**src/pkg/timer16_cfg.svh**
```systemverilog
`ifndef TIMER16_CFG_SVH
`define TIMER16_CFG_SVH

// Register offsets
`define TMR_CONTROL_REG_A          8'h00
`define TMR_CONTROL_REG_B          8'h01
`define TMR_COMPARATOR_CTRL_STATUS 8'h02
`define TMR_FLAGS                  8'h03
`define TMR_IRQ_ENABLE             8'h04
`define TMR_COUNT_LOWER_BYTE       8'h08
`define TMR_COUNT_UPPER_BYTE       8'h09
`define TMR_CAPTURE_LOWER_BYTE     8'h0a
`define TMR_CAPTURE_UPPER_BYTE     8'h0b
`define TMR_COMPARE_A_LOWER_BYTE   8'h0c

// Field positions
`define TMR_A_MODE_LSB      0
`define TMR_A_ACTION_C_LSB  2
`define TMR_A_ACTION_B_LSB  4
`define TMR_A_ACTION_A_LSB  6
`define TMR_B_SOURCE_LSB    0
`define TMR_B_MODE_LSB      3
`define TMR_B_EDGE_BIT      6
`define TMR_B_FILTER_BIT    7
`define TMR_CMP_SELECT_BIT  0
`define TMR_FLAG_OVERFLOW   0
`define TMR_FLAG_COMPARE_A  1
`define TMR_FLAG_CAPTURE    4

// Reset values and fixed counts
`define TMR_RESET_BYTE      8'h00
`define TMR_RESET_WORD      16'h0000
`define TMR_BOTTOM          16'h0000
`define TMR_MAX             16'hffff
`define TMR_TOP_8BIT        16'h00ff
`define TMR_TOP_9BIT        16'h01ff
`define TMR_TOP_10BIT       16'h03ff
`define TMR_FILTER_SAMPLES  4

`endif

```
**src/pkg/timer16_pkg.sv**
```systemverilog
package timer16_pkg;

    typedef struct packed {
        logic [7:0] addr;
        logic [7:0] wdata;
        logic       wr;
        logic       rd;
    } busReq_t;

    typedef logic [15:0] word_t;

    typedef enum logic [1:0] {
        CLS_NORMAL,
        CLS_CTC,
        CLS_FAST,
        CLS_DUAL
    } cntClass_t;

endpackage

```
**src/hdl/timer16_capture_compare.sv**
```systemverilog
// How it works
// The shared upper-byte latch holds its value across lower-byte writes, so reuse is allowed.
// A three-bit clock source field in control B picks the timer tick.
// Sixteen-bit counter steps up, down by one, or clears on each tick.
// Top and bottom indications are raised at sequence maximum and zero.
// Upper count byte uses latch; lower read fills latch, lower write loads all.
// Source field zero stops ticks; count stays readable and writable.
// A processor write to the count beats any clear or count step.
// Four-bit mode field across A and B sets sequence and overflow flag.
// Matching capture edge copies count to capture value and sets flag together.
// Capture flag requests interrupt when enabled; service or written one clears it.
// Capture lower read copies upper byte to latch; upper read returns latch.
// Capture value is writable only in modes using it as top; upper first.
// First instance may take capture trigger from comparator; software clears flag after.
// Noise filter output changes only after four equal consecutive samples.
// Filter enable bit in control B adds four system clock cycles latency.
// Capture events are blocked only in modes where capture value is top; the filter keeps sampling.
// Each new capture overwrites the capture value even if unread.
// Software may trigger a capture by driving the capture pin from its port.
// Comparators check count continuously; equality sets compare flag at next tick.
// Compare flag requests interrupt when enabled; service or written one clears it.
// Waveform output follows match, mode and action field, using top and bottom.
// Channel A compare value sets top in the modes that select it.
// Bottom is zero, max all ones; top fixed or from compare A or capture.
// A count write suppresses compare match at the following tick, even stopped.
// A configuration bit picks rising or falling capture edge.
`include "timer16_cfg.svh"

module timer16_capture_compare #(
    parameter int NUM_CH         = 3,
    parameter bit FIRST_INSTANCE = 1'b1
) (
    input  wire logic                   mclk,
    input  wire logic                   srst,
    input  wire timer16_pkg::busReq_t   busReq,
    output logic [7:0]                  rdata,
    input  wire logic [3:0]             prescTick,
    input  wire logic                   extClkPin,
    input  wire logic                   captureInputPin,
    input  wire logic                   comparatorOutput,
    input  wire logic [4:0]             irqAck,
    output logic [4:0]                  irqReq,
    output logic [2:0]                  compareOut,
    output logic                        topHit,
    output logic                        bottomHit
);
    import timer16_pkg::*;

    localparam int FILT_W = `TMR_FILTER_SAMPLES - 1;

    if (NUM_CH != 3 || `TMR_FILTER_SAMPLES < 2)
    begin : g_check
        $error("timer16: unsupported channel count or filter length");
    end

    function automatic cntClass_t modeClass(input logic [3:0] m);
        unique case (m)
            4'h0, 4'h d:              modeClass = CLS_NORMAL;
            4'h4, 4'hc:               modeClass = CLS_CTC;
            4'h5, 4'h6, 4'h7, 4'he, 4'hf: modeClass = CLS_FAST;
            default:                  modeClass = CLS_DUAL;
        endcase
    endfunction

    function automatic logic capTopMode(input logic [3:0] m);
        capTopMode = (m == 4'h8) || (m == 4'ha) || (m == 4'hc) || (m == 4'he);
    endfunction

    function automatic word_t topOf(input logic [3:0] m, input word_t cmpA,
                                    input word_t cap);
        unique case (m)
            4'h1, 4'h5:               topOf = `TMR_TOP_8BIT;
            4'h2, 4'h6:               topOf = `TMR_TOP_9BIT;
            4'h3, 4'h7:               topOf = `TMR_TOP_10BIT;
            4'h4, 4'h9, 4'hb, 4'hf:   topOf = cmpA;
            4'h8, 4'ha, 4'hc, 4'he:   topOf = cap;
            default:                  topOf = `TMR_MAX;
        endcase
    endfunction

    function automatic logic [7:0] cmpAddr(input int ch, input logic upper);
        cmpAddr = 8'(`TMR_COMPARE_A_LOWER_BYTE + 2 * ch) | {7'h00, upper};
    endfunction

    logic [7:0]  ctrlA_r;
    logic [7:0]  ctrlB_r;
    logic        cmpSelect_r;
    logic [4:0]  irqEn_r;
    logic [4:0]  flags_r;
    logic [4:0]  flagSet;
    logic [4:0]  flagClr;
    logic [7:0]  temp_r;
    word_t       count_r;
    logic        countDown_r;
    word_t       capture_r;
    word_t       compare_r [3];
    logic [2:0]  oc_r;
    logic        blockNext_r;
    logic [7:0]  rdata_r;
    logic [2:0]  pinSync1_r;
    logic [2:0]  pinSync2_r;
    logic        extPrev_r;
    logic [FILT_W-1:0] filt_r;
    logic        filtOut_r;
    logic        edgePrev_r;

    logic [3:0]  mode;
    logic [2:0]  srcSel;
    cntClass_t   cls;
    word_t       top;
    logic        tick;
    logic        countWrite;
    logic        captureWrite;
    logic [2:0]  match;
    logic [2:0]  matchHit;
    logic        trigSrc;
    logic        edgeIn;
    logic        captureEvent;
    logic        overflowHit;
    logic [7:0]  readVal;
    logic [1:0]  action [3];

    assign mode   = {ctrlB_r[`TMR_B_MODE_LSB +: 2], ctrlA_r[`TMR_A_MODE_LSB +: 2]};
    assign srcSel = ctrlB_r[`TMR_B_SOURCE_LSB +: 3];
    assign cls    = modeClass(mode);
    assign top    = topOf(mode, compare_r[0], capture_r);
    assign action[0] = ctrlA_r[`TMR_A_ACTION_A_LSB +: 2];
    assign action[1] = ctrlA_r[`TMR_A_ACTION_B_LSB +: 2];
    assign action[2] = ctrlA_r[`TMR_A_ACTION_C_LSB +: 2];

    assign countWrite   = busReq.wr && busReq.addr == `TMR_COUNT_LOWER_BYTE;
    assign captureWrite = busReq.wr && busReq.addr == `TMR_CAPTURE_LOWER_BYTE
                          && capTopMode(mode);

    // Control registers
    always_ff @(posedge mclk)
    begin
        if (srst)
        begin
            ctrlA_r     <= `TMR_RESET_BYTE;
            ctrlB_r     <= `TMR_RESET_BYTE;
            cmpSelect_r <= 1'b0;
            irqEn_r     <= 5'h00;
        end
        else if (busReq.wr)
        begin
            if (busReq.addr == `TMR_CONTROL_REG_A)
                ctrlA_r <= busReq.wdata;
            if (busReq.addr == `TMR_CONTROL_REG_B)
                ctrlB_r <= busReq.wdata;
            if (busReq.addr == `TMR_COMPARATOR_CTRL_STATUS)
                cmpSelect_r <= FIRST_INSTANCE && busReq.wdata[`TMR_CMP_SELECT_BIT];
            if (busReq.addr == `TMR_IRQ_ENABLE)
                irqEn_r <= busReq.wdata[4:0];
        end
    end

    // Shared upper-byte latch; untouched by lower writes so it can be reused
    always_ff @(posedge mclk)
    begin
        if (srst)
            temp_r <= `TMR_RESET_BYTE;
        else if (busReq.wr && (busReq.addr == `TMR_COUNT_UPPER_BYTE
                 || busReq.addr == `TMR_CAPTURE_UPPER_BYTE
                 || busReq.addr == cmpAddr(0, 1'b1)
                 || busReq.addr == cmpAddr(1, 1'b1)
                 || busReq.addr == cmpAddr(2, 1'b1)))
            temp_r <= busReq.wdata;
        else if (busReq.rd && busReq.addr == `TMR_COUNT_LOWER_BYTE)
            temp_r <= count_r[15:8];
        else if (busReq.rd && busReq.addr == `TMR_CAPTURE_LOWER_BYTE)
            temp_r <= capture_r[15:8];
    end

    // Tick selection
    always_comb
    begin
        case (srcSel)
            3'h0:    tick = 1'b0;
            3'h1:    tick = 1'b1;
            3'h2:    tick = prescTick[0];
            3'h3:    tick = prescTick[1];
            3'h4:    tick = prescTick[2];
            3'h5:    tick = prescTick[3];
            3'h6:    tick = extPrev_r & ~pinSync2_r[0];
            default: tick = pinSync2_r[0] & ~extPrev_r;
        endcase
    end

    // Pins arrive asynchronously
    always_ff @(posedge mclk)
    begin
        if (srst)
        begin
            pinSync1_r <= 3'h0;
            pinSync2_r <= 3'h0;
            extPrev_r  <= 1'b0;
        end
        else
        begin
            pinSync1_r <= {comparatorOutput, captureInputPin, extClkPin};
            pinSync2_r <= pinSync1_r;
            extPrev_r  <= pinSync2_r[0];
        end
    end

    // Counter
    always_ff @(posedge mclk)
    begin
        if (srst)
        begin
            count_r     <= `TMR_RESET_WORD;
            countDown_r <= 1'b0;
        end
        else if (countWrite)
            count_r <= {temp_r, busReq.wdata};
        else if (tick)
        begin
            if (cls == CLS_DUAL)
            begin
                if (!countDown_r && count_r >= top)
                begin
                    countDown_r <= 1'b1;
                    count_r     <= count_r - 16'h0001;
                end
                else if (countDown_r && count_r == `TMR_BOTTOM)
                begin
                    countDown_r <= 1'b0;
                    count_r     <= count_r + 16'h0001;
                end
                else if (countDown_r)
                    count_r <= count_r - 16'h0001;
                else
                    count_r <= count_r + 16'h0001;
            end
            else
            begin
                countDown_r <= 1'b0;
                // A count past a variable top runs on to max and wraps
                if (count_r == top)
                    count_r <= `TMR_BOTTOM;
                else
                    count_r <= count_r + 16'h0001;
            end
        end
    end

    assign topHit    = count_r == top;
    assign bottomHit = count_r == `TMR_BOTTOM;

    always_comb
    begin
        unique case (cls)
            CLS_FAST: overflowHit = count_r == top;
            CLS_DUAL: overflowHit = countDown_r && count_r == `TMR_BOTTOM;
            default:  overflowHit = count_r == `TMR_MAX;
        endcase
    end

    // Compare registers, written directly
    always_ff @(posedge mclk)
    begin
        if (srst)
        begin
            for (int i = 0; i < 3; i++)
                compare_r[i] <= `TMR_RESET_WORD;
        end
        else
        begin
            for (int i = 0; i < 3; i++)
                if (busReq.wr && busReq.addr == cmpAddr(i, 1'b0))
                    compare_r[i] <= {temp_r, busReq.wdata};
        end
    end

    // Write blocks the match at the next tick, even with the timer stopped
    always_ff @(posedge mclk)
    begin
        if (srst)
            blockNext_r <= 1'b0;
        else if (countWrite)
            blockNext_r <= 1'b1;
        else if (tick)
            blockNext_r <= 1'b0;
    end

    always_comb
    begin
        for (int i = 0; i < 3; i++)
        begin
            match[i]    = count_r == compare_r[i];
            matchHit[i] = match[i] && tick && !blockNext_r && !countWrite;
        end
    end

    // Waveform outputs
    always_ff @(posedge mclk)
    begin
        if (srst)
            oc_r <= 3'h0;
        else if (tick && !countWrite)
        begin
            for (int i = 0; i < 3; i++)
            begin
                if (cls == CLS_FAST && topHit && action[i][1])
                    oc_r[i] <= ~action[i][0];
                if (matchHit[i])
                begin
                    unique case (cls)
                        CLS_FAST:
                            if (action[i][1])
                                oc_r[i] <= action[i][0];
                        CLS_DUAL:
                            if (action[i][1])
                                oc_r[i] <= action[i][0] ^ countDown_r;
                        default:
                            if (action[i] == 2'h1)
                                oc_r[i] <= ~oc_r[i];
                            else if (action[i][1])
                                oc_r[i] <= action[i][0];
                    endcase
                end
            end
        end
    end

    assign compareOut = oc_r;

    // Capture path; pin may be driven by software through its port
    assign trigSrc = cmpSelect_r ? pinSync2_r[2] : pinSync2_r[1];

    // Three stored samples plus the current one give four equal samples
    always_ff @(posedge mclk)
    begin
        if (srst)
        begin
            filt_r     <= '0;
            filtOut_r  <= 1'b0;
            edgePrev_r <= 1'b0;
        end
        else
        begin
            filt_r <= {filt_r[FILT_W-2:0], trigSrc};
            if (&{filt_r, trigSrc})
                filtOut_r <= 1'b1;
            else if (~|{filt_r, trigSrc})
                filtOut_r <= 1'b0;
            edgePrev_r <= edgeIn;
        end
    end

    assign edgeIn = ctrlB_r[`TMR_B_FILTER_BIT] ? filtOut_r : trigSrc;
    assign captureEvent = !capTopMode(mode) && (ctrlB_r[`TMR_B_EDGE_BIT]
                          ? (edgeIn && !edgePrev_r) : (!edgeIn && edgePrev_r));

    always_ff @(posedge mclk)
    begin
        if (srst)
            capture_r <= `TMR_RESET_WORD;
        else if (captureEvent)
            capture_r <= count_r;
        else if (captureWrite)
            capture_r <= {temp_r, busReq.wdata};
    end

    // Flags: a set in the same cycle as a clear wins
    always_comb
    begin
        flagSet = 5'h00;
        flagSet[`TMR_FLAG_OVERFLOW] = tick && !countWrite && overflowHit;
        for (int i = 0; i < 3; i++)
            flagSet[`TMR_FLAG_COMPARE_A + i] = matchHit[i];
        flagSet[`TMR_FLAG_CAPTURE] = captureEvent;
        flagClr = irqAck;
        if (busReq.wr && busReq.addr == `TMR_FLAGS)
            flagClr = flagClr | busReq.wdata[4:0];
    end

    always_ff @(posedge mclk)
    begin
        if (srst)
            flags_r <= 5'h00;
        else
            flags_r <= (flags_r & ~flagClr) | flagSet;
    end

    assign irqReq = flags_r & irqEn_r;

    // Register read, answered in the next cycle only
    always_comb
    begin
        readVal = 8'h00;
        unique case (busReq.addr)
            `TMR_CONTROL_REG_A:          readVal = ctrlA_r;
            `TMR_CONTROL_REG_B:          readVal = ctrlB_r;
            `TMR_COMPARATOR_CTRL_STATUS: readVal = {7'h00, cmpSelect_r};
            `TMR_FLAGS:                  readVal = {3'h0, flags_r};
            `TMR_IRQ_ENABLE:             readVal = {3'h0, irqEn_r};
            `TMR_COUNT_LOWER_BYTE:       readVal = count_r[7:0];
            `TMR_CAPTURE_LOWER_BYTE:     readVal = capture_r[7:0];
            `TMR_COUNT_UPPER_BYTE,
            `TMR_CAPTURE_UPPER_BYTE:     readVal = temp_r;
            default:
                for (int i = 0; i < 3; i++)
                begin
                    if (busReq.addr == cmpAddr(i, 1'b0))
                        readVal = compare_r[i][7:0];
                    if (busReq.addr == cmpAddr(i, 1'b1))
                        readVal = compare_r[i][15:8];
                end
        endcase
    end

    always_ff @(posedge mclk)
    begin
        if (srst)
            rdata_r <= 8'h00;
        else
            rdata_r <= busReq.rd ? readVal : 8'h00;
    end

    assign rdata = rdata_r;

endmodule

```
**config.mk**
```make
export PLATFORM = sky130hd
export DESIGN_NAME = timer16_capture_compare
export DESIGN_NICKNAME = d
export VERILOG_FILES = /design/src/pkg/timer16_pkg.sv /design/src/hdl/timer16_capture_compare.sv
export VERILOG_INCLUDE_DIRS = /design/src /design/src/pkg
export SDC_FILE = /design/constraint.sdc
export NUM_CORES = 1
export LEC_CHECK = 0
export ABC_CLOCK_PERIOD_IN_PS = 5400
export BUFFER_PORTS_ARGS = -buffer_cell sky130_fd_sc_hd__buf_2
export CAP_MARGIN = 20
export CORE_ASPECT_RATIO = 1.75
export CORE_MARGIN = 4
export CORE_UTILIZATION = 55
export DETAILED_ROUTE_END_ITERATION = 6
export PLACE_DENSITY = 0.71
export SKIP_CTS_REPAIR_TIMING = 1
export SYNTH_ARGS = -nofsm -noshare
export SYNTH_HDL_FRONTEND = slang
export SYNTH_SLANG_ARGS = --single-unit
```
**constraint.sdc**
```tcl
create_clock -name mclk -period 5.4 [get_ports mclk]
set_clock_uncertainty 0.2 [all_clocks]
set_input_delay 1.08 -clock mclk [delete_from_list [all_inputs] [get_ports mclk]]
set_output_delay 1.08 -clock mclk [all_outputs]
set_load 0.1 [all_outputs]
```
==> impl_metrics.csv <==
group,metric,value,unit
global_route,antenna_found_initial,0,
logic_synthesis,netlist_area,8490,um^2
routing,vias,8237,
placed_design,dp_hpwl,21800,um
logic_synthesis,ys_seq_elements,140,
clock_tree,cts_made_buffers,17,
setup_path,required,4.12,ns
sta,final.setup.worst_slack,0.469,ns
sta,setup_viol,0,
min_path,hold_class,"reg -> reg",
setup_path,r2r-start,"ctrlA_r[1]$_SDFFE_PP0P_",
setup_path,cp-end-kind,"output pin",
routing,viasPerCell,6.80,
logic_synthesis,synth_warnings,0,
die,die_h,172,um
setup_path,cp-startpoint,"ctrlA_r[0]$_SDFFE_PP0P_",
routing,drc,0,
logic_synthesis,async_flop_share,0,%
die,ioPinCount,50,
final_layout,fin_nets,1068,
global_route,grt_usage,35.3,%
logic_synthesis,syn_inst,989,
global_route,grt_start_max_net_pins,81,
global_route,met3_usage,7.35,%
setup_path,r2r_end,"count_r[5]$_SDFFE_PP0P_",
sta,final-hold-violation-count,0,
logic_synthesis,synth_top_area_share,21.7,%
sta,slew_violations,0,
setup_path,critical-path-slowest-cell,"or4_1",
setup_path,start_kind,"register",
global_route,met1_usage,39.8,%
sta,layout_min_cycle_time,4.93,ns
die,num_rows,59,
final_layout,drive_gt1_share,12.7,%
clock_tree,cts_tree,"yes",
final_layout,synthToLayoutAreaGrowth,11.9,%
global_route,busiest_layer,"met2",
setup_path,reg2reg_slack,1.07,ns
routing,wl,29900,um
power_and_ir_drop,power_leakage,3.67,nW
setup_path,critPathMaxFanout,24,
routing,dr.pass1.iters,6,
sta,finalSetupTns,0,ns
power_and_ir_drop,ir_worst_vdd,0.205,mV
logic_synthesis,ys.flop_type,"dfxtp_1",
global_route,grt_pass1_wl,46000,um
logic_synthesis,synth_common_cells,"nor2_1, dfxtp_1, a21oi_1, nand2_1, xor2_1",
setup_path,critPathKind,"reg -> out",
setup_path,crit_end,"topHit",
global_route,grt-ovfl-total,0,
routing,wl_per_cell,24.7,um
logic_synthesis,synth.area.top_cells,"dfxtp_1, edfxtp_1, xor2_1, a21oi_1, nor2_1",
global_route,grt_pass1_vias,8062,
final_layout,nFillCells,1309,
clock_tree,worstSkewPairLatency,0.43,ns
routing,ant_nets,0,
final_layout,instances_no_fill,1211,
placed_design,gp_congestion,0.984,
logic_synthesis,synth-simple-area-share,21.5,%
setup_path,crit_chain,"or2_2 > nor2_1 > a21oi_1 > ha_1 > nand4_1 > or4_1 > inv_1 > buf_2",
sta,min_period_over_period,91.3,%
logic_synthesis,synth-xor-area-share,5.67,%
global_route,use_met2,57.4,%
sta,max_freq,203,MHz
job,maxCapViolCount,0,
logic_synthesis,synth.most_common_cell,"nor2_1",
clock_tree,root_buffer,"clkbuf_16",
final_layout,multiInputGateArea,4850,um^2
final_layout,finalInstanceArea,9500,um^2
logic_synthesis,synth_top_family_by_area,"simple AND/OR/NAND/NOR gates",
die,core,15000,um^2
clock_tree,h-tree-depth,4,
sta,rsz0062_at_grt,"no",
clock_tree,clockBufferDepth,2,
logic_synthesis,synth-edff-count,48,
placed_design,placedInstanceArea,8920,um^2
sta,tightest_slew,1.11,ns
logic_synthesis,synth_top_cell_by_area,"dfxtp_1",
logic_synthesis,synth_area_per_cell,8.59,um^2
placed_design,dp_slack,1.00,ns
placed_design,io_buffers,49,
die,initial_core_util,56.7,%
clock_tree,clock_sinks,140,
setup_path,arrival,3.65,ns
logic_synthesis,synth_fa_ha_area_share,2.95,%
final_layout,register_area,3280,um^2
placed_design,dp.cells,1180,
die,die_w,102,um
logic_synthesis,ys_seq_area_share,38.7,%
final_layout,antennaDiodeCount,0,
clock_tree,cts.reportedPaths.clkPinSlew,0.07,ns
sta,max_slew_margin,26.0,%
logic_synthesis,syn_nets,1041,
routing,drt_iter0_markers,844,
setup_path,slowest_delay,0.61,ns
logic_synthesis,synth_mux_area_share,6.45,%
logic_synthesis,synth_compound_area_share,20.5,%
logic_synthesis,synth.distinct_cells,68,
run_status,status,"completed",
setup_path,r2r_cells,13,
power_and_ir_drop,power_density,260,nW/um^2
die,die_area,17600,um^2
## where the power goes
part / switching, mW / internal, mW / leakage (nW) / total (mW)
clock network: 0.492 / 0.691 / 0.286 / 1.18
registers: 0.0238 / 1.11 / 1.22 / 1.13
logic: 0.108 / 0.0495 / 2.17 / 0.157
## cells by family after synthesis
| group | Yosys count |
|---|---|
| buf+inv | 94 |
| compound gates | 265 |
| simple gates | 367 |
| mux | 48 |
| flops | 140 |
| xor+xnor | 55 |
| fa+ha+maj | 20 |
## layout make-up
type | instances | share of cell area [%]
inverters | 23 | 0.908
well taps | 183 | 2.41
repair buffers | 79 | 4.95
flip-flops and latches | 140 | 34.5
multi-input cells | 755 | 51.0
clock inverters | 13 | 1.65
clock buffers | 18 | 4.52
## per-layer routing
metal / share of wire (%) / vias to the layer above
met5: 0 / -
met4: 9.3 / 0
met3: 9.6 / 174
met2: 47 / 510
met1: 34 / 3861
li1: - / 3692
## flip-flops by register name, summed over array words and instances, names as in the netlist
register     count
countDown_r      1
cmpSelect_r      1
compare_r       48
blockNext_r      1
extPrev_r        1
filtOut_r        1
capture_r       16
rdata            8
irqEn_r          5
compareOut       3
ctrlB_r          8
flags_r          5
pinSync1_r       3
pinSync2_r       3
count_r         16
filt_r           3
edgePrev_r       1
temp_r           8
ctrlA_r          8
## per-stage QoR
step                      power [mW]  hold slack, ns  utilization [%]
after global routing            2.54           0.255             63.4
final                           2.47           0.239             63.4
after floorplan                 1.24           0.214                -
after global placement          1.31           0.218             59.5
after detailed placement        1.31           0.228             59.5
after CTS                       2.47           0.245             63.4
## cells in the final DEF, fill, tap and decap left out, drive strengths merged, types with 12 or more instances in the layout
master    n
nand3    24
o21ai    36
ha       20
edfxtp   48
nor3     32
o22ai    17
buf      79
nor2b    16
clkbuf   18
and3     14
nand4    12
nand2    72
a22oi    27
nand2b   17
inv      30
a21oi    86
and2     24
nor2    112
nor4     14
a221oi   17
xor2     51
dfxtp    92
mux2i    39
## worst min-delay path by stage
stage	endpoint	cells past startpoint	from	slack [ns]
floorplan	pinSync2_r[0]$_SDFF_PP0_	1	pinSync1_r[0]$_SDFF_PP0_	0.21
detailed placement	pinSync2_r[1]$_SDFF_PP0_	1	pinSync1_r[1]$_SDFF_PP0_	0.23
CTS	pinSync2_r[1]$_SDFF_PP0_	1	pinSync1_r[1]$_SDFF_PP0_	0.24
global route	pinSync2_r[1]$_SDFF_PP0_	1	pinSync1_r[1]$_SDFF_PP0_	0.25
finish	pinSync2_r[1]$_SDFF_PP0_	1	pinSync1_r[1]$_SDFF_PP0_	0.24
global placement	pinSync2_r[2]$_SDFF_PP0_	1	pinSync1_r[2]$_SDFF_PP0_	0.22
## worst max-delay path: cells and delay by family, from the launching register on
family	cells	cell delay [ns]
AND/OR/NAND/NOR	4	1.62
flip-flops	1	0.56
buffers and inverters	2	0.56
adder cells (fa/ha/maj)	1	0.34
AO/OA/AOI/OAI	1	0.13
No activity file was read; power rests on OpenSTA's default activity.
